## src/verilog/lamp_key_pkg.sv

```systemverilog
/*
  Shared constants for the front-panel lamp and key logic: timing counts,
  register offsets, field positions, reset values and enumerations.
  Assumes a 125 MHz core clock and a 32-bit AXI4-Lite register bus.
*/
package lamp_key_pkg;
  // ****************************************
  // Timing
  // ****************************************
  localparam int CLK_PERIOD_NS = 8;
  localparam int BLINK_HALF_MS = 250;
  localparam int BLINK_HALF_CYC = (BLINK_HALF_MS * 1000000) / CLK_PERIOD_NS;
  // ****************************************
  // Register map (byte addresses)
  // ****************************************
  localparam int ADDR_W = 8;
  localparam logic [7:0] OFS_STATUS = 8'h00;
  localparam logic [7:0] OFS_EDIT = 8'h04;
  localparam logic [7:0] OFS_STORED = 8'h08;
  localparam logic [7:0] OFS_START = 8'h0C;
  localparam logic [7:0] OFS_SCREEN = 8'h10;
  localparam logic [1:0] RESP_OKAY = 2'h0;
  localparam logic [1:0] RESP_DECERR = 2'h3;
  // Field positions
  localparam int START_PEND_STEP_LSB = 0;
  localparam int START_PEND_PAT_LSB = 8;
  localparam int START_STEP_LSB = 16;
  localparam int START_PAT_LSB = 24;
  localparam int SCR_IDX_LSB = 0;
  localparam int SCR_GROUP_LSB = 8;
  localparam int STAT_STEP_FLD_LSB = 20;
  // Reset values and limits
  localparam logic [15:0] EDIT_RST = 16'h0000;
  localparam logic [4:0] START_RST = 5'h01;
  localparam logic [4:0] STEP_MAX = 5'h14;
  localparam logic [4:0] PAT_MAX = 5'h14;
  localparam logic [2:0] GROUP_LAST = 3'h7;
  localparam logic [3:0] SCR_LAST = 4'hF;
  localparam logic [3:0] COMBO_SCR_FIRST = 4'h1;
  localparam logic [3:0] COMBO_SCR_LAST = 4'h6;
  // ****************************************
  // Key and lamp indices
  // ****************************************
  localparam int KEY_N = 7;
  localparam int KEY_DOWN = 0;
  localparam int KEY_UP = 1;
  localparam int KEY_COMMIT = 2;
  localparam int KEY_PAT = 3;
  localparam int KEY_STEP = 4;
  localparam int KEY_GROUP = 5;
  localparam int KEY_SCREEN = 6;
  localparam int LAMP_N = 18;
  localparam int LAMP_RUN = 0;
  localparam int LAMP_PAUSE = 1;
  localparam int LAMP_HAND = 2;
  localparam int LAMP_FIX = 3;
  localparam int LAMP_PAT_IN = 4;
  localparam int LAMP_LINK = 5;
  localparam int LAMP_TUNE = 6;
  localparam int LAMP_OPEN = 7;
  localparam int LAMP_CLOSE = 8;
  localparam int LAMP_EV_LSB = 9;
  localparam int LAMP_XOUT_LSB = 12;
  localparam int LAMP_MV_ERR = 17;
  // Step field display modes
  typedef enum logic [1:0] {STEP_SHOW_NUM, STEP_SHOW_DASH, STEP_SHOW_BLANK} step_field_t;
endpackage

```

## src/verilog/panel_lamp_key.sv

```systemverilog
/*
  Front-panel lamp and key logic of a servo-output process controller:
  status lamps, manual motor drive, key actions, screen navigation and a
  small AXI4-Lite register file.
  Assumes state inputs from the control and program sequencer and debounced
  key levels, all synchronous to CORE_CLK_I.
*/
`timescale 1ns/100ps
// Function
// - Run lamp steady while control runs
// - Run lamp blinks during start delay
// - Pause lamp steady on ordinary program hold
// - Pause lamp blinks on input error pause
// - Hand lamp blinks in manual operation
// - Fix lamp lit in fixed-setpoint mode only
// - Pattern-by-inputs lamp when inputs select
// - Link lamp lit in communication mode
// - Tuning lamp steady standby, blinks executing
// - Open and close lamps mirror motor outputs
// - Event and external-output lamps follow activity
// - Down key closes motor or decrements
// - Up key opens motor or increments
// - Step key bumps pending step, commit adopts
// - Pattern key bumps pending pattern, commit adopts
// - Commit combos hold/advance on screens 0-1..0-6
// - Measured value shows error on input error
// - Fixed mode step field dashes, blank running
// - Group key changes group or returns top
// - Edited value stored only on commit
module panel_lamp_key #(
  parameter int BLINK_HALF_CYC = lamp_key_pkg::BLINK_HALF_CYC
) (
  // Clock and reset
  input wire logic CORE_CLK_I,
  input wire logic RST_B_I,
  // Controller state
  input wire logic CTRL_RUN_I,
  input wire logic START_DELAY_I,
  input wire logic PAUSE_I,
  input wire logic ERR_PAUSE_I,
  input wire logic MANUAL_I,
  input wire logic FIX_MODE_I,
  input wire logic PAT_BY_INPUTS_I,
  input wire logic LINK_MODE_I,
  input wire logic TUNE_STANDBY_I,
  input wire logic TUNE_EXEC_I,
  input wire logic INPUT_ERR_I,
  input wire logic CTRL_OPEN_I,
  input wire logic CTRL_CLOSE_I,
  input wire logic [2:0] EVENT_I,
  input wire logic [4:0] EXTERNAL_OUT_I,
  // Front keys (levels, high while pressed)
  input wire logic [lamp_key_pkg::KEY_N-1:0] KEY_I,
  // Lamps
  output logic RUN_LAMP_O,
  output logic PAUSE_LAMP_O,
  output logic HAND_OPERATION_LAMP_O,
  output logic FIX_LAMP_O,
  output logic PATTERN_BY_INPUTS_LAMP_O,
  output logic LINK_MODE_LAMP_O,
  output logic SELF_TUNING_LAMP_O,
  output logic OPEN_LAMP_O,
  output logic CLOSE_LAMP_O,
  output logic [2:0] EVENT_LAMP_O,
  output logic [4:0] EXTERNAL_OUTPUT_LAMP_O,
  // Motor outputs and key actions
  output logic OPEN_MOTOR_O,
  output logic CLOSE_MOTOR_O,
  output logic HOLD_OP_O,
  output logic STEP_ADVANCE_OP_O,
  // Display control
  output logic MV_SHOW_ERR_O,
  output lamp_key_pkg::step_field_t STEP_FIELD_O,
  output logic [2:0] SCREEN_GROUP_O,
  output logic [3:0] SCREEN_INDEX_O,
  output logic [4:0] START_STEP_O,
  output logic [4:0] START_PAT_O,
  output logic [15:0] EDIT_VALUE_O,
  // AXI4-Lite slave
  input wire logic [lamp_key_pkg::ADDR_W-1:0] S_AXI_AWADDR_I,
  input wire logic S_AXI_AWVALID_I,
  output logic S_AXI_AWREADY_O,
  input wire logic [31:0] S_AXI_WDATA_I,
  input wire logic [3:0] S_AXI_WSTRB_I,
  input wire logic S_AXI_WVALID_I,
  output logic S_AXI_WREADY_O,
  output logic [1:0] S_AXI_BRESP_O,
  output logic S_AXI_BVALID_O,
  input wire logic S_AXI_BREADY_I,
  input wire logic [lamp_key_pkg::ADDR_W-1:0] S_AXI_ARADDR_I,
  input wire logic S_AXI_ARVALID_I,
  output logic S_AXI_ARREADY_O,
  output logic [31:0] S_AXI_RDATA_O,
  output logic [1:0] S_AXI_RRESP_O,
  output logic S_AXI_RVALID_O,
  input wire logic S_AXI_RREADY_I
);
  import lamp_key_pkg::*;

  // ****************************************
  // Declarations
  // ****************************************
  logic [KEY_N-1:0] press; // One-cycle key press pulses
  logic blink; // Shared blink phase
  logic [LAMP_N-1:0] lamp_r; // Registered lamp image
  logic [LAMP_N-1:0] lamp_nxt; // Next lamp image
  logic open_nxt; // Next open motor state
  logic close_nxt; // Next close motor state
  logic combo_scr; // Screen allows commit combos
  logic hold_combo; // Commit plus pattern
  logic step_combo; // Commit plus step
  logic commit_plain; // Commit alone
  logic [4:0] pend_step_r; // Pending start step
  logic [4:0] pend_pat_r; // Pending start pattern
  logic [15:0] edit_pend_r; // Value being edited
  logic [ADDR_W-1:0] aw_addr_r; // Latched write address
  logic aw_have_r; // Write address held
  logic [31:0] w_data_r; // Latched write data
  logic [3:0] w_strb_r; // Latched byte strobes
  logic w_have_r; // Write data held
  logic aw_hs; // Address handshake
  logic w_hs; // Data handshake
  logic do_write; // Apply held write
  logic edit_wr; // Write hits edit register
  logic [31:0] rd_mux; // Read data selection
  logic rd_hit; // Read address mapped

  // ****************************************
  // Helpers
  // ****************************************
  key_edge #(
    .W(KEY_N)
  ) u_keys (
    .clk_i(CORE_CLK_I),
    .rst_b_i(RST_B_I),
    .level_i(KEY_I),
    .rise_o(press)
  );

  blink_timebase #(
    .HALF_CYC(BLINK_HALF_CYC)
  ) u_blink (
    .clk_i(CORE_CLK_I),
    .rst_b_i(RST_B_I),
    .phase_o(blink)
  );

  // ****************************************
  // Lamps and motor outputs
  // ****************************************
  // Motor drive: keys in manual, controller otherwise
  always_comb begin
    if (MANUAL_I) begin
      close_nxt = KEY_I[KEY_DOWN] & ~KEY_I[KEY_UP];
      open_nxt = KEY_I[KEY_UP] & ~KEY_I[KEY_DOWN];
    end else begin
      close_nxt = CTRL_CLOSE_I & ~CTRL_OPEN_I;
      open_nxt = CTRL_OPEN_I & ~CTRL_CLOSE_I;
    end
  end

  // Lamp image from controller state
  always_comb begin
    lamp_nxt = '0;
    // run lamp; blink in start delay
    lamp_nxt[LAMP_RUN] = START_DELAY_I ? blink : CTRL_RUN_I;
    lamp_nxt[LAMP_PAUSE] = ERR_PAUSE_I ? blink : (PAUSE_I & ~FIX_MODE_I);
    lamp_nxt[LAMP_HAND] = MANUAL_I & blink;
    lamp_nxt[LAMP_FIX] = FIX_MODE_I;
    lamp_nxt[LAMP_PAT_IN] = PAT_BY_INPUTS_I;
    lamp_nxt[LAMP_LINK] = LINK_MODE_I;
    lamp_nxt[LAMP_TUNE] = TUNE_EXEC_I ? blink : TUNE_STANDBY_I;
    lamp_nxt[LAMP_OPEN] = open_nxt;
    lamp_nxt[LAMP_CLOSE] = close_nxt;
    lamp_nxt[LAMP_EV_LSB +: 3] = EVENT_I;
    lamp_nxt[LAMP_XOUT_LSB +: 5] = EXTERNAL_OUT_I;
    lamp_nxt[LAMP_MV_ERR] = INPUT_ERR_I;
  end

  // Register lamps and motor outputs
  always_ff @(posedge CORE_CLK_I or negedge RST_B_I) begin
    if (!RST_B_I) begin
      lamp_r <= '0;
      OPEN_MOTOR_O <= 1'b0;
      CLOSE_MOTOR_O <= 1'b0;
    end else begin
      lamp_r <= lamp_nxt;
      OPEN_MOTOR_O <= open_nxt;
      CLOSE_MOTOR_O <= close_nxt;
    end
  end

  assign RUN_LAMP_O = lamp_r[LAMP_RUN];
  assign PAUSE_LAMP_O = lamp_r[LAMP_PAUSE];
  assign HAND_OPERATION_LAMP_O = lamp_r[LAMP_HAND];
  assign FIX_LAMP_O = lamp_r[LAMP_FIX];
  assign PATTERN_BY_INPUTS_LAMP_O = lamp_r[LAMP_PAT_IN];
  assign LINK_MODE_LAMP_O = lamp_r[LAMP_LINK];
  assign SELF_TUNING_LAMP_O = lamp_r[LAMP_TUNE];
  assign OPEN_LAMP_O = lamp_r[LAMP_OPEN];
  assign CLOSE_LAMP_O = lamp_r[LAMP_CLOSE];
  assign EVENT_LAMP_O = lamp_r[LAMP_EV_LSB +: 3];
  assign EXTERNAL_OUTPUT_LAMP_O = lamp_r[LAMP_XOUT_LSB +: 5];
  assign MV_SHOW_ERR_O = lamp_r[LAMP_MV_ERR];

  // ****************************************
  // Key actions
  // ****************************************
  // combos only on basic group screens 1..6
  assign combo_scr = (SCREEN_GROUP_O == 3'h0) && (SCREEN_INDEX_O >= COMBO_SCR_FIRST) &&
                     (SCREEN_INDEX_O <= COMBO_SCR_LAST);
  assign hold_combo = combo_scr & KEY_I[KEY_COMMIT] & KEY_I[KEY_PAT] &
                      (press[KEY_COMMIT] | press[KEY_PAT]);
  assign step_combo = combo_scr & KEY_I[KEY_COMMIT] & KEY_I[KEY_STEP] &
                      (press[KEY_COMMIT] | press[KEY_STEP]);
  assign commit_plain = press[KEY_COMMIT] & ~hold_combo & ~step_combo;

  always_ff @(posedge CORE_CLK_I or negedge RST_B_I) begin
    if (!RST_B_I) begin
      HOLD_OP_O <= 1'b0;
      STEP_ADVANCE_OP_O <= 1'b0;
    end else begin
      HOLD_OP_O <= hold_combo;
      STEP_ADVANCE_OP_O <= step_combo;
    end
  end

  // Start step and pattern selection, only in reset state
  always_ff @(posedge CORE_CLK_I or negedge RST_B_I) begin
    if (!RST_B_I) begin
      pend_step_r <= START_RST;
      pend_pat_r <= START_RST;
      START_STEP_O <= START_RST;
      START_PAT_O <= START_RST;
    end else if (!CTRL_RUN_I) begin
      if (press[KEY_STEP] && !KEY_I[KEY_COMMIT]) begin
        pend_step_r <= (pend_step_r == STEP_MAX) ? START_RST : pend_step_r + 5'h01;
      end
      if (press[KEY_PAT] && !KEY_I[KEY_COMMIT]) begin
        pend_pat_r <= (pend_pat_r == PAT_MAX) ? START_RST : pend_pat_r + 5'h01;
      end
      if (commit_plain) begin
        START_STEP_O <= pend_step_r;
        START_PAT_O <= pend_pat_r;
      end
    end
  end

  // Edited value: bus load, key steps, commit stores
  always_ff @(posedge CORE_CLK_I or negedge RST_B_I) begin
    if (!RST_B_I) begin
      edit_pend_r <= EDIT_RST;
      EDIT_VALUE_O <= EDIT_RST;
    end else begin
      if (edit_wr) begin
        // Bus write into the pending value, per byte lane
        if (w_strb_r[0]) begin
          edit_pend_r[7:0] <= w_data_r[7:0];
        end
        if (w_strb_r[1]) begin
          edit_pend_r[15:8] <= w_data_r[15:8];
        end
      end else if (!MANUAL_I && press[KEY_UP] && !press[KEY_DOWN]) begin
        edit_pend_r <= edit_pend_r + 16'h0001;
      end else if (!MANUAL_I && press[KEY_DOWN] && !press[KEY_UP]) begin
        edit_pend_r <= edit_pend_r - 16'h0001;
      end
      if (commit_plain) begin
        EDIT_VALUE_O <= edit_pend_r;
      end
    end
  end

  // Screen navigation
  always_ff @(posedge CORE_CLK_I or negedge RST_B_I) begin
    if (!RST_B_I) begin
      SCREEN_GROUP_O <= 3'h0;
      SCREEN_INDEX_O <= 4'h0;
    end else if (press[KEY_GROUP]) begin
      // setup screens off top return to top; basic group or top moves on
      SCREEN_INDEX_O <= 4'h0;
      if ((SCREEN_GROUP_O == 3'h0) || (SCREEN_INDEX_O == 4'h0)) begin
        SCREEN_GROUP_O <= (SCREEN_GROUP_O == GROUP_LAST) ? 3'h0 : SCREEN_GROUP_O + 3'h1;
      end
    end else if (press[KEY_SCREEN]) begin
      // Next screen in the group
      SCREEN_INDEX_O <= (SCREEN_INDEX_O == SCR_LAST) ? 4'h0 : SCREEN_INDEX_O + 4'h1;
    end
  end

  always_ff @(posedge CORE_CLK_I or negedge RST_B_I) begin
    if (!RST_B_I) begin
      STEP_FIELD_O <= STEP_SHOW_NUM;
    end else if (!FIX_MODE_I) begin
      STEP_FIELD_O <= STEP_SHOW_NUM;
    end else if (CTRL_RUN_I) begin
      STEP_FIELD_O <= STEP_SHOW_BLANK;
    end else begin
      STEP_FIELD_O <= STEP_SHOW_DASH;
    end
  end

  // ****************************************
  // AXI4-Lite write path
  // ****************************************
  assign aw_hs = S_AXI_AWVALID_I & S_AXI_AWREADY_O;
  assign w_hs = S_AXI_WVALID_I & S_AXI_WREADY_O;
  assign do_write = aw_have_r & w_have_r & ~S_AXI_BVALID_O;
  assign edit_wr = do_write && (aw_addr_r == OFS_EDIT);

  // Address and data latch independently, in either order
  always_ff @(posedge CORE_CLK_I or negedge RST_B_I) begin
    if (!RST_B_I) begin
      aw_have_r <= 1'b0;
      w_have_r <= 1'b0;
      aw_addr_r <= '0;
      w_data_r <= 32'h0000_0000;
      w_strb_r <= 4'h0;
      S_AXI_AWREADY_O <= 1'b0;
      S_AXI_WREADY_O <= 1'b0;
    end else begin
      if (aw_hs) begin
        aw_addr_r <= S_AXI_AWADDR_I;
      end
      if (w_hs) begin
        w_data_r <= S_AXI_WDATA_I;
        w_strb_r <= S_AXI_WSTRB_I;
      end
      aw_have_r <= ~do_write & (aw_have_r | aw_hs);
      w_have_r <= ~do_write & (w_have_r | w_hs);
      S_AXI_AWREADY_O <= ~(~do_write & (aw_have_r | aw_hs));
      S_AXI_WREADY_O <= ~(~do_write & (w_have_r | w_hs));
    end
  end

  // Write response; unmapped addresses decode-error
  always_ff @(posedge CORE_CLK_I or negedge RST_B_I) begin
    if (!RST_B_I) begin
      S_AXI_BVALID_O <= 1'b0;
      S_AXI_BRESP_O <= RESP_OKAY;
    end else if (do_write) begin
      S_AXI_BVALID_O <= 1'b1;
      case (aw_addr_r)
        OFS_STATUS, OFS_EDIT, OFS_STORED, OFS_START, OFS_SCREEN: begin
          S_AXI_BRESP_O <= RESP_OKAY;
        end
        default: begin
          S_AXI_BRESP_O <= RESP_DECERR;
        end
      endcase
    end else if (S_AXI_BREADY_I) begin
      S_AXI_BVALID_O <= 1'b0;
    end
  end

  // ****************************************
  // AXI4-Lite read path
  // ****************************************
  // Read data selection
  always_comb begin
    rd_mux = 32'h0000_0000;
    rd_hit = 1'b1;
    case (S_AXI_ARADDR_I)
      OFS_STATUS: begin
        rd_mux[LAMP_N-1:0] = lamp_r;
        rd_mux[STAT_STEP_FLD_LSB +: 2] = STEP_FIELD_O;
      end
      OFS_EDIT: begin
        rd_mux[15:0] = edit_pend_r;
      end
      OFS_STORED: begin
        rd_mux[15:0] = EDIT_VALUE_O;
      end
      OFS_START: begin
        rd_mux[START_PEND_STEP_LSB +: 5] = pend_step_r;
        rd_mux[START_PEND_PAT_LSB +: 5] = pend_pat_r;
        rd_mux[START_STEP_LSB +: 5] = START_STEP_O;
        rd_mux[START_PAT_LSB +: 5] = START_PAT_O;
      end
      OFS_SCREEN: begin
        rd_mux[SCR_IDX_LSB +: 4] = SCREEN_INDEX_O;
        rd_mux[SCR_GROUP_LSB +: 3] = SCREEN_GROUP_O;
      end
      default: begin
        rd_hit = 1'b0;
      end
    endcase
  end

  // One read at a time; ready drops while data is out
  always_ff @(posedge CORE_CLK_I or negedge RST_B_I) begin
    if (!RST_B_I) begin
      S_AXI_ARREADY_O <= 1'b0;
      S_AXI_RVALID_O <= 1'b0;
      S_AXI_RDATA_O <= 32'h0000_0000;
      S_AXI_RRESP_O <= RESP_OKAY;
    end else if (S_AXI_ARVALID_I && S_AXI_ARREADY_O) begin
      S_AXI_ARREADY_O <= 1'b0;
      S_AXI_RVALID_O <= 1'b1;
      S_AXI_RDATA_O <= rd_mux;
      S_AXI_RRESP_O <= rd_hit ? RESP_OKAY : RESP_DECERR;
    end else if (S_AXI_RVALID_O && S_AXI_RREADY_I) begin
      S_AXI_RVALID_O <= 1'b0;
      S_AXI_ARREADY_O <= 1'b1;
    end else if (!S_AXI_RVALID_O) begin
      S_AXI_ARREADY_O <= 1'b1;
    end
  end
endmodule

```

## src/verilog/key_edge.sv

```systemverilog
/*
  Rising-edge detector for a group of front keys.
  Assumes key levels are already debounced and synchronous to the clock.
*/
`timescale 1ns/100ps
module key_edge #(
  parameter int W = 1
) (
  // Clock and reset
  input wire logic clk_i,
  input wire logic rst_b_i,
  // Key levels and their press pulses
  input wire logic [W-1:0] level_i,
  output logic [W-1:0] rise_o
);
  logic [W-1:0] prev_r; // Level seen one cycle earlier

  // Remember last level
  always_ff @(posedge clk_i or negedge rst_b_i) begin
    if (!rst_b_i) begin
      prev_r <= '0;
    end else begin
      prev_r <= level_i;
    end
  end

  // Press is high now, low before
  assign rise_o = level_i & ~prev_r;
endmodule

```

## src/verilog/blink_timebase.sv

```systemverilog
/*
  Shared blink phase generator: toggles every HALF_CYC clock cycles.
  Assumes one instance feeds every blinking lamp so they stay in phase.
*/
`timescale 1ns/100ps
module blink_timebase #(
  parameter int HALF_CYC = 2
) (
  // Clock and reset
  input wire logic clk_i,
  input wire logic rst_b_i,
  // Blink phase
  output logic phase_o
);
  logic [31:0] cnt_r; // Cycles into the current half period

  // Count a half period, then flip the phase
  always_ff @(posedge clk_i or negedge rst_b_i) begin
    if (!rst_b_i) begin
      cnt_r <= 32'h0000_0000;
      phase_o <= 1'b0;
    end else if (cnt_r == 32'(HALF_CYC - 1)) begin
      cnt_r <= 32'h0000_0000;
      phase_o <= ~phase_o;
    end else begin
      cnt_r <= cnt_r + 32'h0000_0001;
    end
  end
endmodule

```

## config.mk

```make
export PLATFORM = sky130hd
export DESIGN_NAME = panel_lamp_key
export DESIGN_NICKNAME = d
export VERILOG_FILES = /design/src/verilog/lamp_key_pkg.sv /design/src/verilog/panel_lamp_key.sv /design/src/verilog/key_edge.sv /design/src/verilog/blink_timebase.sv
export SDC_FILE = /design/constraint.sdc
export NUM_CORES = 1
export LEC_CHECK = 0
export BUFFER_PORTS_ARGS = -buffer_cell sky130_fd_sc_hd__buf_2
export CORE_AREA = 2 2 131 133
export CTS_CLUSTER_DIAMETER = 100
export DETAILED_ROUTE_END_ITERATION = 8
export DIE_AREA = 0 0 133 135
export PLACE_DENSITY = 0.86
export SLEW_MARGIN = 5
export SYNTH_ARGS = -nofsm -noshare
export SYNTH_HDL_FRONTEND = slang
export SYNTH_HIERARCHICAL = 1
export SYNTH_SLANG_ARGS = --single-unit
export TNS_END_PERCENT = 50
```

## constraint.sdc

```tcl
create_clock -name CORE_CLK_I -period 3.75 [get_ports CORE_CLK_I]
set_clock_uncertainty 0.15 [all_clocks]
set_input_delay 0.375 -clock CORE_CLK_I [delete_from_list [all_inputs] [get_ports CORE_CLK_I]]
set_output_delay 0.375 -clock CORE_CLK_I [all_outputs]
set_load 0.005 [all_outputs]
```

# Yosys cells after proc, flatten, opt, wreduce, memory -nomap -nowiden
# Index checks and enable logic that the tools add are counted.
# Widths: inputs -> output; s select.
[classes]
addsub = 7
magnitude_cmp = 2
eq_ne = 16
mux = 40
bitwise = 38
reduce_logical = 32
[ops]
columns = ["operator", "n"]
rows = [
  ["$mux 16", 3],
  ["$add 32x1->32 const B", 1],
  ["$eq 32x25->1 const B", 1],
  ["$eq 8x4->1 const B", 4],
  ["$mux 32", 1],
  ["$pmux 4 s5", 1],
  ["$and 1x1->1", 19],
  ["$pmux 3 s3", 2],
  ["$add 16x1->16 const B", 1],
  ["$eq 8x3->1 const B", 2],
  ["$eq 8x5->1 const B", 2],
  ["$logic_not 8->1", 2],
  ["$mux 8", 2],
  ["$sub 16x1->16 const B", 1],
  ["$mux 5", 3],
  ["$pmux 3 s5", 1],
  ["$mux 1", 14],
  ["$not 1->1", 13],
  ["$mux 4", 3],
  ["$reduce_and 2->1", 6],
  ["$logic_and 1x1->1", 11],
  ["$add 5x1->5 const B", 2],
  ["$eq 5x5->1 const B", 2],
  ["$mux 2", 5],
  ["other kinds (23)", 33],
]
[totals]
register_bits = 187
input_bits = 87
out_inout_bits = 98
elab_cells = 166

# Longest topological paths before layout
# Gate-level depths: netlist (run 1).
[logic_depth]
ltp_word = 10
depth_mapped = 12
depth_no_buf = 12

# Modules after synthesis
# Netlist (run 1), hierarchy kept.
[by_module_without_submodules]
columns = ["mod", "n_inst", "cells_each", "area_each_um2", "seq_area_each_um2"]
rows = [
  ["panel_lamp_key", 1, 654, 7083.0, 3583.4],
  ["blink_timebase", 1, 155, 1592.8, 825.8],
  ["key_edge", 1, 14, 271.5, 175.2],
]

# Least setup slack after synthesis (run 1)
# No wires, ideal clock.
[synth_timing]
kind = "input-to-reg"
from = "input KEY_I[0] (netlist bit)"
to = "register edit_pend_r[12]"
setup_time_ns = 0.077
t_arrival_ns = 2.623
required_ns = 3.523
setup_slack_ns = 0.900
path_stages = 12
path_buffers = 0
cell_sequence = "nor2b_4 nor2_1 nand2_1 inv_1 fa_1 inv_1 a21o_1 a41oi_1 o21a_1 o21ai_0 mux2_2 a21oi_1"
[synth_via]
elab_chain_len = 5
elab_cells_between_ends = 9
classes_between = "mux: 2; bitwise: 1; reduce/logical: 6"
[synth_lines]
columns = ["element", "line_no", "text"]
rows = [
  ["start: declaration", "panel_lamp_key.sv:53", "input wire logic [lamp_key_pkg::KEY_N-1:0] KEY_I,"],
  ["$and 7x7->7 *", "key_edge.sv:28", "assign rise_o = level_i & ~prev_r;"],
  ["$logic_not 1->1 / $logic_and 1x1->1 (equally long branches)", "panel_lamp_key.sv:263, panel_lamp_key.sv:265", ""],
  ["$logic_and 1x1->1, on equally long branches", "panel_lamp_key.sv:263, panel_lamp_key.sv:265", ""],
  ["$reduce_bool 3->1 (no source line) / $mux 16 (equally long branches)", "--", ""],
  ["$reduce_and 2->1 (no source line) / $mux 16 (equally long branches)", "--", ""],
  ["end signal: assignment", "panel_lamp_key.sv:261", "edit_pend_r[15:8] <= w_data_r[15:8];"],
  ["end signal: assignment", "panel_lamp_key.sv:264", "edit_pend_r <= edit_pend_r + 16'h0001;"],
  ["end signal: assignment", "panel_lamp_key.sv:266", "edit_pend_r <= edit_pend_r - 16'h0001;"],
  ["end: declaration", "panel_lamp_key.sv:115", "logic [15:0] edit_pend_r;"],
]
# Mark *: on every way between the ends. The rest lies on a longest branch, timed or not.
# A chain may end at the register's enable or synchronous reset.

# Final worst setup path (run 1)
[layout_timing]
from = "input KEY_I[0] (netlist bit)"
to = "register edit_pend_r[12]"
[layout_via]
elab_chain_len = 5
elab_cells_between_ends = 9
classes_between = "mux: 2; bitwise: 1; reduce/logical: 6"
[layout_lines]
columns = ["element", "line_no", "text"]
rows = [
  ["$and 7x7->7 *", "key_edge.sv:28", ""],
  ["net press[0]", "panel_lamp_key.sv:103", "logic [KEY_N-1:0] press;"],
  ["$logic_not 1->1 / $logic_and 1x1->1 (equally long branches)", "panel_lamp_key.sv:263, panel_lamp_key.sv:265", ""],
  ["$logic_and 1x1->1, on equally long branches", "panel_lamp_key.sv:263, panel_lamp_key.sv:265", ""],
  ["$reduce_bool 3->1 (no source line) / $mux 16 (equally long branches)", "--", ""],
  ["$reduce_and 2->1 (no source line) / $mux 16 (equally long branches)", "--", ""],
]
# The timed path passes the listed nets; every way through them passes the cells marked *.

==> results.rst, run 1 <==
.. list-table::
   :header-rows: 1

   * - Metric
     - Value
   * - Result of the run
     - finished, final reports clean
   * - Compound-Gate Fraction of Synth Area
     - 10.6%
   * - Die width
     - 133 µm
   * - Total core area
     - 16,400 µm²
   * - Row count
     - 47
   * - RR Startpoint
     - u_keys/prev_r[0]
   * - Post-synthesis instance area
     - between 8000 and 9000 µm²
   * - Multiplexer area fraction after synthesis
     - 9.64%
   * - Largest family of logic cells by synthesized area
     - simple AND/OR/NAND/NOR gates
   * - Final Hold Fails
     - 0
   * - Wire length of the first global-routing pass
     - ~34,000 µm
   * - Cell count of the worst reg-to-reg path
     - 12
   * - Iteration-0 DRC count of the detailed router
     - ~450
   * - Clock latency of the later-clocked register in the worst-skew pair
     - 430 ps
   * - Clk sinks
     - roughly 180
   * - Net switching power of the design
     - approximately 2.2 mW
   * - Total via count after detailed routing
     - around 7,000
   * - Required @ worst endpoint
     - between 3000 and 4000 ps
   * - Clock root buffer master
     - sky130_fd_sc_hd__clkbuf_16
   * - Global route total overflow
     - 0
   * - Average footprint of a synthesized cell
     - ~11 µm²
   * - Clock power frac
     - approximately a quarter
   * - Setup WS post-layout
     - between 500 and 600 ps
   * - Top cell type by total area after synthesis
     - sky130_fd_sc_hd__dfrtp_1
   * - Number of pins exceeding their max-slew limit in the final report
     - 0
   * - Top cell type's share of synthesized area
     - between 50% and 60%
   * - Total global-route track usage
     - a little under a quarter
   * - Portion of the post-synthesis area used by sequential elements
     - between 50% and 60%
   * - Synthesized instance count
     - about 800
   * - Relative slew margins
     - a little under two fifths
   * - Combined flip-flop and latch cell area
     - between 4000 and 5000 µm²
   * - Final weighted congestion in routability-driven placement
     - slightly above 0.9
   * - Slew at the pin closest to its max-slew limit
     - between 900 and 1000 ps
   * - Total clock buffers created by CTS
     - 17
   * - Final setup TNS
     - 0 ps
   * - Max cap viols
     - 0
   * - Synth Area in Simple Gates
     - between 10% and 20%
   * - Adder-cell area share of the yosys netlist
     - under 10%
   * - Worst min-delay path class
     - in2reg
   * - Critical Path End Type
     - register
   * - Finished layout cell area
     - about 11,000 µm²
   * - Layout filler cell count
     - roughly 1,300
   * - Number of warning messages in the yosys log
     - 6
   * - Post-DP Area
     - between 9000 and 10,000 µm²
   * - Deepest level of the CTS H-tree
     - 4
   * - Number of port buffers
     - 161
   * - Fraction of the cycle the final worst path needs
     - a little under nine tenths
   * - Peak supply drop
     - 0.000389 V
   * - Parity-gate share of the synthesized area counting xor and xnor cells
     - between 4 and 5%
   * - CP Capture Point
     - edit_pend_r[12]
   * - Cell area power density
     - just over 600 nW/µm²
   * - Signal arrival time at the worst endpoint
     - around 3400 ps
   * - Crit path kind
     - in2reg
   * - Final setup violation count
     - 0
   * - Static leakage
     - ~5.0 nW
   * - Initial core utilization
     - between 50% and 60%
   * - Area grow syn2layout
     - 19.4%
   * - Resized Gates After CTS
     - 0
   * - Largest net degree at the start of global routing
     - about 90
   * - Comb power frac
     - around 28%
   * - Boundary pin count
     - ~190
   * - Distinct cell type count of the synthesized netlist
     - ~70
   * - End of the worst register-to-register path
     - edit_pend_r[12]
   * - Number of search-and-repair iterations in the first detailed-routing pass
     - 5
   * - Clk buf depth
     - 2
   * - Remaining design rule violation count
     - 0
   * - Int Power
     - approximately 4.4 mW
   * - Number of flip-flops and latches in the synthesized netlist
     - about 180
   * - Clock period minus worst slack
     - 3230 ps
   * - Main flop type after synthesis
     - sky130_fd_sc_hd__dfrtp_1
   * - Routed wirelength normalized by instance count
     - 17.1 µm
   * - Antenna violations before repair
     - 0
   * - Setup WS pre-CTS
     - around 630 ps
   * - RSZ-0062 raised after global routing
     - no
   * - Post-synth EDFFs
     - 0
   * - Detail Route Antenna Nets
     - 0
   * - Total setup buffers inserted after CTS
     - 0
   * - Launch point of the worst hold path
     - S_AXI_AWADDR_I[3]
   * - Final wirelength
     - about 21,000 µm
   * - Fraction of layout cells with a size suffix above 1
     - approximately 29%
   * - Worst Path Max Fanout
     - 10
   * - Die area
     - 18,000 µm²
   * - Top area cells in the synthesized netlist
     - sky130_fd_sc_hd__dfrtp_1 (50%), sky130_fd_sc_hd__mux2_2 (7.4%), sky130_fd_sc_hd__ha_1 (4.1%)
   * - Vias in the first global route
     - 6,750
   * - Number of buffers added to fix hold violations after cts
     - 23
   * - Worst reg-to-reg setup slack
     - 730 ps
   * - TritonCTS clock tree
     - built
   * - Startpoint class of the critical path
     - primary input
   * - Maximum clock frequency
     - just over 300 MHz
   * - Fin nets
     - roughly 1,100
   * - Vias per cell
     - 5.55
   * - Antenna Diode Count
     - 0
   * - Fraction of power consumed by sequential logic
     - ~45%
   * - Clock transition at path regs
     - 70 ps
   * - Final HPWL DP
     - around 15,000 µm
   * - Critical path origin
     - KEY_I[0]
   * - Multi-input logic area
     - roughly 4100 µm²
   * - Switching power as a share of total power
     - approximately 33%
   * - Die height
     - ~140 µm
   * - Post-synth ARST share
     - 100%
flip-flops by register name (all words and copies together), names as in the netlist, 3 cells and up:
register / flops
u_blink/cnt_r: 32
S_AXI_RDATA_O: 27
lamp_r: 18
EDIT_VALUE_O: 16
edit_pend_r: 16
w_data_r: 16
aw_addr_r: 8
u_keys/prev_r: 7
START_PAT_O: 5
START_STEP_O: 5
pend_pat_r: 5
pend_step_r: 5
SCREEN_INDEX_O: 4
SCREEN_GROUP_O: 3
routing by layer:
layer | share of wire (%) | GRT usage [%] | wire, µm | vias to the layer above
met2 | 49 | 39.9 | 10400 | 220
met4 | 2.7 | 8.84 | 576 | 0
li1 | - | - | - | 3223
met5 | 0 | 0 | 0 | -
met3 | 5.2 | 4.88 | 1100 | 38
met1 | 43 | 31.3 | 9000 | 3345
synthesized netlist by cell type, drive strengths merged, types with 3 or more instances:
cell	count
nand3	22
and2	6
and4	4
nand2b	4
inv	24
o31ai	7
o211ai	5
a31oi	7
a22oi	3
and3	9
or4	6
nor2	69
nor3b	7
nor4	5
buf	23
nor2b	12
clkbuf	18
nor3	14
nand2	94
nand4	8
ha	29
mux2	59
o21ai	59
dfstp	4
a21o	10
nand3b	3
a22o	7
or3	3
xor2	23
a222oi	5
dfrtp	179
xnor2	21
a21oi	37
mux2i	13
mux4	3
worst min-delay path by stage:
stage                     cells past startpoint                 to  slack (ps)
after floorplan                               0    EDIT_VALUE_O[0]         -70
after global placement                        2   S_AXI_RDATA_O[5]         310
after detailed placement                      2  S_AXI_RDATA_O[26]         320
after CTS                                     2       aw_addr_r[3]          10
after global routing                          2       aw_addr_r[3]           9
final                                         2       aw_addr_r[3]          20
cells in the final DEF, fill, tap and decap left out, types with 5 or more instances in the layout:
master	n
sky130_fd_sc_hd__nand3_1	20
sky130_fd_sc_hd__mux2i_1	13
sky130_fd_sc_hd__xor2_1	23
sky130_fd_sc_hd__buf_2	160
sky130_fd_sc_hd__conb_1	5
sky130_fd_sc_hd__nor2_1	64
sky130_fd_sc_hd__a21oi_1	37
sky130_fd_sc_hd__dfrtp_1	179
sky130_fd_sc_hd__nor2b_4	7
sky130_fd_sc_hd__nor2b_1	5
sky130_fd_sc_hd__o21ai_1	5
sky130_fd_sc_hd__nand2_1	92
sky130_fd_sc_hd__ha_1	29
sky130_fd_sc_hd__o31ai_1	7
sky130_fd_sc_hd__and3_1	8
sky130_fd_sc_hd__dlygate4sd3_1	23
sky130_fd_sc_hd__xnor2_1	21
sky130_fd_sc_hd__nor3_1	10
sky130_fd_sc_hd__mux2_2	59
sky130_fd_sc_hd__o211ai_1	5
sky130_fd_sc_hd__a22o_1	7
sky130_fd_sc_hd__inv_1	24
sky130_fd_sc_hd__a31oi_1	7
sky130_fd_sc_hd__o21ai_0	53
sky130_fd_sc_hd__and2_1	5
sky130_fd_sc_hd__a222oi_1	5
sky130_fd_sc_hd__clkbuf_16	17
sky130_fd_sc_hd__nand4_1	8
sky130_fd_sc_hd__a21o_1	9
sky130_fd_sc_hd__buf_4	6
area by class of cell:
| type | instances | area share [%] |
|---|---|---|
| inverters | 24 | 0.843 |
| clock inverters | 10 | 0.890 |
| well taps | 220 | 2.58 |
| flip-flops and latches | 183 | 42.9 |
| repair buffers | 191 | 10.4 |
| multi-input cells | 579 | 38.0 |
| clock buffers | 22 | 4.44 |
power groups by stage:
stage | logic [mW] | registers, mW | clock network, mW
after floorplan | 1.31 | 2.80 | 0
after global placement | 1.75 | 2.93 | 0
after detailed placement | 1.81 | 2.96 | 0
after CTS | 1.85 | 2.93 | 1.75
after global routing | 2.07 | 2.99 | 1.84
final | 1.85 | 2.94 | 1.72
per-stage QoR:
stage | total power [mW] | utilization [%] | std cells | hold slack [ps]
CTS | 6.52 | 65.1 | 1229 | 11.4
global placement | 4.68 | 60.2 | 1174 | 305
detailed placement | 4.77 | 60.2 | 1174 | 315
finish | 6.51 | 65.1 | 1229 | 20.8
floorplan | 4.10 | - | 827 | -70.6
global route | 6.90 | 65.1 | 1229 | 9.21
cells by family after synthesis:
family                     after synthesis
and+or+nand+nor                        271
buffers and inverters                   65
adders and majority gates               30
AOI/OAI and AO/OA                      154
muxes                                   75
xor gates and xnor gates                44
other                                    1
DFF                                    183
critical path, cell delays in order:
cell                            delay [ps]
sky130_fd_sc_hd__dlygate4sd3_1         510
sky130_fd_sc_hd__buf_2                 130
sky130_fd_sc_hd__nor2b_4               150
sky130_fd_sc_hd__nor2_1                 40
sky130_fd_sc_hd__nand2_1               300
sky130_fd_sc_hd__inv_1                 140
sky130_fd_sc_hd__fa_1                  420
sky130_fd_sc_hd__inv_1                  70
sky130_fd_sc_hd__a21o_1                130
sky130_fd_sc_hd__a41oi_1               210
sky130_fd_sc_hd__o21a_1                270
sky130_fd_sc_hd__o21ai_0               190
sky130_fd_sc_hd__mux2_2                350
sky130_fd_sc_hd__a21oi_1               130
(Power assumes the default switching activity.)
==> run 2: changes to the inputs <==
REMOVE_ABC_BUFFERS = 1   (was unset)
==> results.rst, run 2 (synthesis gave the netlist of run 1 again) <==
.. list-table::
   :header-rows: 1

   * - Metric
     - Value
   * - Most prevalent standard cell on the critical path
     - sky130_fd_sc_hd__nand2_1 (was sky130_fd_sc_hd__inv_1)
   * - Most common cell after layout, fill and taps aside
     - sky130_fd_sc_hd__dfrtp_1 (unchanged)
   * - RSZ-0062 raised after global routing
     - no (unchanged)
   * - Relative slew margins
     - 37.2% (was 37.3%)
   * - Clock latency of the later-clocked register in the worst-skew pair
     - 440 ps (was 430 ps)
   * - Final Non-Filler Cells
     - 1,230 (was 1,229)
   * - Fin nets
     - 1,114 (was 1,113)
   * - Post-DP Area
     - 9890 µm² (was 9880 µm²)
   * - Stages on the worst setup path
     - 14 (unchanged)
   * - Top cell family by delay on the critical path
     - compound AO/OA/AOI/OAI gates (unchanged)
   * - Count of buffer and inverter cells on the critical path
     - 3 (was 4)
   * - Crit path kind
     - in2reg (unchanged)
   * - Largest net degree at the start of global routing
     - 67 (was 92)
   * - Met3 usage in global routing
     - 5.22% (was 4.88%)
   * - Setup WS pre-CTS
     - 653 ps (was 634 ps)
   * - Busiest layer in global routing
     - met2 (unchanged)
   * - Total clock buffers created by CTS
     - 17 (unchanged)
   * - Final setup violation count
     - 0 (unchanged)
   * - Critical path, cell by cell
     - dlygate4sd3_1 > buf_2 > nor2b_4 > nor2_1 > nand2_1 > buf_4 > ha_1 > nand3_1 > nand2_1 > a41oi_1 > o21ai_0 > a31oi_1 > mux2_2 > o211ai_1 (was dlygate4sd3_1 > buf_2 > nor2b_4 > nor2_1 > nand2_1 > inv_1 > fa_1 > inv_1 > a21o_1 > a41oi_1 > o21a_1 > o21ai_0 > mux2_2 > a21oi_1)
   * - Met1 capacity usage during global routing
     - 30.8% (was 31.3%)
   * - Remaining design rule violation count
     - 0 (unchanged)
   * - Vias in the first global route
     - 6,732 (was 6,750)
   * - Die height
     - 135 µm (unchanged)
   * - Switching power as a share of total power
     - 33.4% (was 33.2%)
   * - Comb power frac
     - 28.4% (about the same)
   * - Commonest non-fill, non-tap cells in the layout
     - sky130_fd_sc_hd__dfrtp_1 (179), sky130_fd_sc_hd__buf_2 (160), sky130_fd_sc_hd__nand2_1 (92) (unchanged)
   * - Setup WS post-layout
     - 472 ps (was 515 ps)
   * - Iteration-0 DRC count of the detailed router
     - 427 (was 445)
   * - Total global-route track usage
     - 24.0% (about the same)
   * - Largest register FFs
     - 32 (unchanged)
   * - Antenna violations before repair
     - 0 (unchanged)
   * - Die area
     - 18,000 µm² (unchanged)
   * - Row count
     - 47 (unchanged)
   * - Clk sinks
     - 183 (unchanged)
   * - Clk buf depth
     - 2 (unchanged)
   * - Final HPWL DP
     - 14,800 µm (was 14,700 µm)
   * - Fraction of power consumed by sequential logic
     - 44.6% (was 45.1%)
   * - Area grow syn2layout
     - 20.0% (was 19.4%)
   * - Total core area
     - 16,400 µm² (unchanged)
   * - Critical Path End Type
     - register (unchanged)
   * - Largest incremental delay on the critical path
     - 530 ps (was 510 ps)
   * - Routed wirelength normalized by instance count
     - 17.1 µm (about the same)
   * - Fraction of layout cells with a size suffix above 1
     - 29.4% (about the same)
   * - Slew at the pin closest to its max-slew limit
     - 939 ps (was 938 ps)
   * - Clock transition at path regs
     - 70 ps (about the same)
   * - Die width
     - 133 µm (unchanged)
   * - Clock power frac
     - 27.0% (was 26.5%)
   * - Cell area power density
     - 614 nW/µm² (was 609 nW/µm²)
   * - Detail Route Antenna Nets
     - 0 (unchanged)
   * - Largest reg by FF count
     - u_blink/cnt_r (unchanged)
   * - Placed cells
     - 1,172 (was 1,174)
   * - TritonCTS clock tree
     - built (unchanged)
   * - Wire length of the first global-routing pass
     - 33,900 µm (was 33,800 µm)
   * - Startpoint class of the critical path
     - primary input (unchanged)
   * - Deepest level of the CTS H-tree
     - 4 (unchanged)
   * - Boundary pin count
     - 185 (unchanged)
   * - Number of search-and-repair iterations in the first detailed-routing pass
     - 5 (unchanged)
   * - Worst min-delay path class
     - in2reg (unchanged)
   * - Antenna Diode Count
     - 0 (unchanged)
   * - Static leakage
     - 5.03 nW (was 5.00 nW)
   * - Worst Path Max Fanout
     - 13 (was 10)
   * - Largest registers
     - u_blink/cnt_r (32), S_AXI_RDATA_O (27), lamp_r (18) (unchanged)
   * - Final Hold Fails
     - 0 (unchanged)
   * - Met2 Track Usage GR
     - 40.0% (was 39.9%)
   * - Signal arrival time at the worst endpoint
     - 3470 ps (was 3440 ps)
   * - Max cap viols
     - 0 (unchanged)
   * - Final weighted congestion in routability-driven placement
     - 0.918 (was 0.931)
   * - Int Power
     - 4.39 mW (was 4.35 mW)
   * - Clock period minus worst slack
     - 3280 ps (was 3230 ps)
   * - Total setup buffers inserted after CTS
     - 0 (unchanged)
   * - Number of pins exceeding their max-slew limit in the final report
     - 0 (unchanged)
   * - Maximum clock frequency
     - 305 MHz (was 309 MHz)
   * - Fraction of the cycle the final worst path needs
     - 87.4% (was 86.3%)
   * - Result of the run
     - finished, final reports clean (unchanged)
   * - Total via count after detailed routing
     - 6,821 (was 6,826)
   * - Finished layout cell area
     - 10,700 µm² (about the same)
   * - Required @ worst endpoint
     - 3940 ps (was 3950 ps)
   * - Initial core utilization
     - 54.5% (unchanged)
   * - Vias per cell
     - 5.55 (about the same)
   * - Global route total overflow
     - 0 (unchanged)
   * - Final cell utilization of the core
     - 65.4% (was 65.1%)
   * - Number of cells on the worst hold path
     - 2 (unchanged)
   * - CP max-delay cell
     - sky130_fd_sc_hd__dlygate4sd3_1 (unchanged)
   * - Cell count of the worst reg-to-reg path
     - 12 (unchanged)
   * - Number of port buffers
     - 161 (unchanged)
   * - Final setup TNS
     - 0 ps (unchanged)
   * - Net switching power of the design
     - 2.20 mW (was 2.16 mW)
   * - Peak supply drop
     - 0.000463 V (was 0.000389 V)
   * - Final wirelength
     - 21,000 µm (about the same)
   * - Clock root buffer master
     - sky130_fd_sc_hd__clkbuf_16 (unchanged)
## run 2: layer usage
layer	up-vias	share of wire, %
met5	-	0
met4	0	2.2
met3	33	5.8
met2	223	49
met1	3332	43
li1	3233	-
## run 2: stage by stage
stage	hold WS [ps]	total power, mW
2_1_floorplan	-70.6	4.06
6_report	18.3	6.59
5_1_grt	3.70	6.98
4_1_cts	1.87	6.60
3_5_place_dp	246	4.77
3_3_place_gp	241	4.67
## run 2: worst paths after layout
check	start	to	slack [ps]
worst max register to register	u_keys/prev_r[0]	edit_pend_r[14]	750
worst max-delay path	KEY_I[0]	edit_pend_r[14]	470
max in group asynchronous	RST_B_I	u_blink/cnt_r[23]	2340
worst min register to register	S_AXI_RDATA_O[24]	S_AXI_RDATA_O[24]	320
min in group asynchronous	RST_B_I	lamp_r[12]	340
worst min-delay path	S_AXI_AWADDR_I[0]	aw_addr_r[0]	20
## run 2: repair_timing
action / CTS / global route
endpoints found under the hold margin: 84 / 0
hold buffers: 26 / 0
gates resized for setup: 0 / 0
## run 2: area by class of cell
| type | count | area, µm² |
|---|---|---|
| tap | 220 | 275 |
| inverter | 24 | 90.1 |
| clock inverter | 14 | 148 |
| multi-input combinational | 579 | 4070 |
| clock buffer | 18 | 439 |
| fill | 1253 | 5670 |
| sequential | 183 | 4580 |
| timing repair buffer | 192 | 1130 |
## run 2: power by group through the flow
stage	clock, mW	combinational, mW	sequential [mW]
finish	1.78	1.87	2.94
CTS	1.81	1.87	2.92
floorplan	0	1.26	2.80
detailed placement	0	1.82	2.95
global placement	0	1.74	2.93
global route	1.90	2.08	3.00
==> run 3: changes to the inputs <==
ABC_AREA = 1   (was unset)
CORE_AREA = 2 2 135 137   (was 2 2 131 133)
DIE_AREA = 0 0 137 139   (was 0 0 133 135)
PLACE_DENSITY = 0.87   (was 0.86)
==> results.rst, run 3 <==
.. list-table::
   :header-rows: 1

   * - Metric
     - Value
   * - Fraction of power consumed by sequential logic
     - 41.8% (was 44.6%)
   * - Maximum clock frequency
     - 321 MHz (was 305 MHz)
   * - Clock period minus worst slack
     - 3110 ps (was 3280 ps)
   * - Detail Route Antenna Nets
     - 0 (unchanged)
   * - Relative slew margins
     - 47.8% (was 37.2%)
   * - Boundary pin count
     - 185 (unchanged)
   * - Most used standard cells in the synthesized netlist
     - sky130_fd_sc_hd__nand2_1 (393), sky130_fd_sc_hd__dfrtp_1 (179), sky130_fd_sc_hd__inv_1 (165) (was sky130_fd_sc_hd__dfrtp_1 (179), sky130_fd_sc_hd__nand2_1 (93), sky130_fd_sc_hd__nor2_1 (64))
   * - Top area cells in the synthesized netlist
     - sky130_fd_sc_hd__dfrtp_1 (46%), sky130_fd_sc_hd__nand2_1 (15%), sky130_fd_sc_hd__inv_1 (6.4%) (was sky130_fd_sc_hd__dfrtp_1 (50%), sky130_fd_sc_hd__mux2_2 (7.4%), sky130_fd_sc_hd__ha_1 (4.1%))
   * - Synthesized instance count
     - 1,269 (was 823)
   * - Setup WS pre-CTS
     - 790 ps (was 653 ps)
   * - Final Hold Fails
     - 0 (unchanged)
   * - Clock power frac
     - 26.0% (was 27.0%)
   * - Total setup buffers inserted after CTS
     - 0 (unchanged)
   * - Total global-route track usage
     - 26.8% (was 24.0%)
   * - RSZ-0062 raised after global routing
     - no (unchanged)
   * - Largest registers
     - u_blink/cnt_r (32), S_AXI_RDATA_O (27), lamp_r (18) (unchanged)
   * - Clk sinks
     - 183 (unchanged)
   * - Largest register FFs
     - 32 (unchanged)
   * - Worst min-delay path class
     - in2reg (unchanged)
   * - Fraction of the cycle the final worst path needs
     - 83.0% (was 87.4%)
   * - Count leader, synth
     - sky130_fd_sc_hd__nand2_1 (was sky130_fd_sc_hd__dfrtp_1)
   * - Global route total overflow
     - 0 (unchanged)
   * - Worst Path Max Fanout
     - 19 (was 13)
   * - Max cap viols
     - 0 (unchanged)
   * - Critical Path End Type
     - register (unchanged)
   * - Top cell type's share of synthesized area
     - 46.1% (was 50.1%)
   * - Clock latency of the later-clocked register in the worst-skew pair
     - 450 ps (was 440 ps)
   * - Fin nets
     - 1,593 (was 1,114)
   * - Signal arrival time at the worst endpoint
     - 3310 ps (was 3470 ps)
   * - Final wirelength
     - 24,700 µm (was 21,000 µm)
   * - Die height
     - 139 µm (was 135 µm)
   * - Resized Gates After CTS
     - 0 (unchanged)
   * - Comb power frac
     - 32.2% (was 28.4%)
   * - Clk buf depth
     - 2 (unchanged)
   * - Net switching power of the design
     - 2.61 mW (was 2.20 mW)
   * - Iteration-0 DRC count of the detailed router
     - 704 (was 427)
   * - Portion of the post-synthesis area used by sequential elements
     - 47.2% (was 51.2%)
   * - Final HPWL DP
     - 17,300 µm (was 14,800 µm)
   * - Fraction of layout cells with a size suffix above 1
     - 17.1% (was 29.4%)
   * - Die width
     - 137 µm (was 133 µm)
   * - Number of port buffers
     - 161 (unchanged)
   * - Static leakage
     - 6.25 nW (was 5.03 nW)
   * - Clock root buffer master
     - sky130_fd_sc_hd__clkbuf_16 (unchanged)
   * - Vias in the first global route
     - 8,590 (was 6,732)
   * - Average footprint of a synthesized cell
     - 7.66 µm² (was 10.9 µm²)
   * - Number of flip-flops and latches in the synthesized netlist
     - 183 (unchanged)
   * - Distinct cell type count of the synthesized netlist
     - 45 (was 71)
   * - Routed wirelength normalized by instance count
     - 14.4 µm (was 17.1 µm)
   * - Final setup violation count
     - 0 (unchanged)
   * - Post-synth EDFFs
     - 0 (unchanged)
   * - Area grow syn2layout
     - 21.3% (was 20.0%)
   * - Number of pins exceeding their max-slew limit in the final report
     - 0 (unchanged)
   * - Switching power as a share of total power
     - 38.3% (was 33.4%)
   * - Smallest hold slack
     - 14.3 ps (was 18.3 ps)
   * - Row count
     - 49 (was 47)
   * - Initial core utilization
     - 55.0% (was 54.5%)
   * - Layout filler cell count
     - 1,465 (was 1,253)
   * - Final weighted congestion in routability-driven placement
     - 0.943 (was 0.918)
   * - Wire length of the first global-routing pass
     - 40,600 µm (was 33,900 µm)
   * - Setup WS post-layout
     - 637 ps (was 472 ps)
   * - Post-DP Area
     - 10,700 µm² (was 9890 µm²)
   * - Largest incremental delay on the critical path
     - 560 ps (was 530 ps)
   * - Clock transition at path regs
     - 80 ps (was 70 ps)
   * - Top cell type by total area after synthesis
     - sky130_fd_sc_hd__dfrtp_1 (unchanged)
   * - Number of search-and-repair iterations in the first detailed-routing pass
     - 6 (was 5)
   * - Startpoint class of the critical path
     - primary input (unchanged)
   * - Final setup TNS
     - 0 ps (unchanged)
   * - Main flop type after synthesis
     - sky130_fd_sc_hd__dfrtp_1 (unchanged)
   * - Antenna violations before repair
     - 0 (unchanged)
   * - Crit path kind
     - in2reg (unchanged)
   * - Total clock buffers created by CTS
     - 17 (unchanged)
   * - Vias per cell
     - 5.18 (was 5.55)
   * - Required @ worst endpoint
     - 3940 ps (about the same)
   * - Most prevalent standard cell on the critical path
     - sky130_fd_sc_hd__nand2_1 (unchanged)
   * - Final cell utilization of the core
     - 66.7% (was 65.4%)
   * - Post-synthesis instance area
     - 9720 µm² (was 8950 µm²)
   * - Post-synth ARST share
     - 100% (unchanged)
   * - Slew at the pin closest to its max-slew limit
     - 781 ps (was 939 ps)
   * - Antenna Diode Count
     - 0 (unchanged)
   * - TritonCTS clock tree
     - built (unchanged)
   * - Die area
     - 19,000 µm² (was 18,000 µm²)
   * - Peak supply drop
     - 0.000407 V (was 0.000463 V)
   * - Finished layout cell area
     - 11,800 µm² (was 10,700 µm²)
   * - Result of the run
     - finished, final reports clean (unchanged)
   * - Commonest non-fill, non-tap cells in the layout
     - sky130_fd_sc_hd__nand2_1 (393), sky130_fd_sc_hd__dfrtp_1 (179), sky130_fd_sc_hd__inv_1 (165) (was sky130_fd_sc_hd__dfrtp_1 (179), sky130_fd_sc_hd__buf_2 (160), sky130_fd_sc_hd__nand2_1 (92))
   * - Largest net degree at the start of global routing
     - 91 (was 67)
   * - Remaining design rule violation count
     - 0 (unchanged)
   * - Number of buffers added to fix hold violations after cts
     - 49 (was 26)
   * - Deepest level of the CTS H-tree
     - 4 (unchanged)
   * - Largest reg by FF count
     - u_blink/cnt_r (unchanged)
   * - Int Power
     - 4.20 mW (was 4.39 mW)
   * - CP max-delay cell
     - sky130_fd_sc_hd__ha_1 (was sky130_fd_sc_hd__dlygate4sd3_1)
   * - Multi-input logic area
     - 4310 µm² (was 4070 µm²)
   * - Total core area
     - 17,700 µm² (was 16,400 µm²)
   * - Most common cell after layout, fill and taps aside
     - sky130_fd_sc_hd__nand2_1 (was sky130_fd_sc_hd__dfrtp_1)
   * - Total via count after detailed routing
     - 8,896 (was 6,821)
   * - Critical path, cell by cell
     - dlygate4sd3_1 > buf_2 > inv_1 > nor2_2 > inv_1 > nor2_1 > nand2_1 > ha_1 > or2_2 > nand3b_1 > nand2_1 > nand2_1 > nand2_1 > nand2_1 > nand3_1 > nand2_1 > nand2_1 (was dlygate4sd3_1 > buf_2 > nor2b_4 > nor2_1 > nand2_1 > buf_4 > ha_1 > nand3_1 > nand2_1 > a41oi_1 > o21ai_0 > a31oi_1 > mux2_2 > o211ai_1)
   * - Combined flip-flop and latch cell area
     - 4580 µm² (unchanged)
   * - Number of warning messages in the yosys log
     - 6 (unchanged)
   * - Cell area power density
     - 578 nW/µm² (was 614 nW/µm²)
run 3: final cells by class:
| cell class | count | area share [%] |
|---|---|---|
| sequential | 183 | 38.9 |
| multi-input combinational | 885 | 36.6 |
| timing repair buffer | 217 | 11.6 |
| inverter | 172 | 5.49 |
| clock buffer | 17 | 3.61 |
| tap | 229 | 2.43 |
| clock inverter | 15 | 1.37 |
run 3: worst paths after layout:
path,startpoint,to,slack (ps),cells after the start
setup / recovery,KEY_I[1],edit_pend_r[9],640,17
hold / removal,S_AXI_WDATA_I[1],w_data_r[1],10,3
setup reg to reg,u_keys/prev_r[1],edit_pend_r[9],880,14
hold reg to reg,u_blink/cnt_r[0],u_blink/cnt_r[0],320,1
max in group asynchronous,RST_B_I,u_blink/cnt_r[26],2160,3
min in group asynchronous,RST_B_I,SCREEN_INDEX_O[3],250,2
run 3: power groups by stage:
stage / combinational, mW / sequential, mW / clock, mW
finish: 2.19 / 2.85 / 1.77
floorplan: 1.44 / 2.79 / 0
global placement: 2.03 / 2.84 / 0
global route: 2.53 / 2.90 / 1.88
detailed placement: 2.11 / 2.86 / 0
CTS: 2.18 / 2.83 / 1.79
run 3: logic make-up after synthesis:
kind of cell / synth area share [%]
multiplexers: 0.232
adder cells (fa/ha/maj): 3.94
AND/OR/NAND/NOR: 31.3
flip-flops: 47.2
other: 0.0386
XOR/XNOR: 1.71
buffers and inverters: 8.60
AO/OA/AOI/OAI: 6.98
run 3: routing by layer:
| metal | wire length (µm) | share of wire, % | GRT usage [%] |
|---|---|---|---|
| met5 | 0 | 0 | 0 |
| met4 | 608 | 2.5 | 9.39 |
| met3 | 1860 | 7.6 | 6.03 |
| met2 | 11700 | 48 | 44.2 |
| met1 | 10500 | 42 | 34.5 |
run 3: critical path: cells and delay by family:
family	cells	cell delay (ps)
fa+ha+maj	1	560
buf+inv	4	760
simple gates	12	1610
run 3: metrics by stage:
step | power [mW] | cells
2_1_floorplan | 4.23 | 1240
3_3_place_gp | 4.87 | 1637
3_5_place_dp | 4.97 | 1637
4_1_cts | 6.80 | 1718
5_1_grt | 7.31 | 1718
6_report | 6.81 | 1718
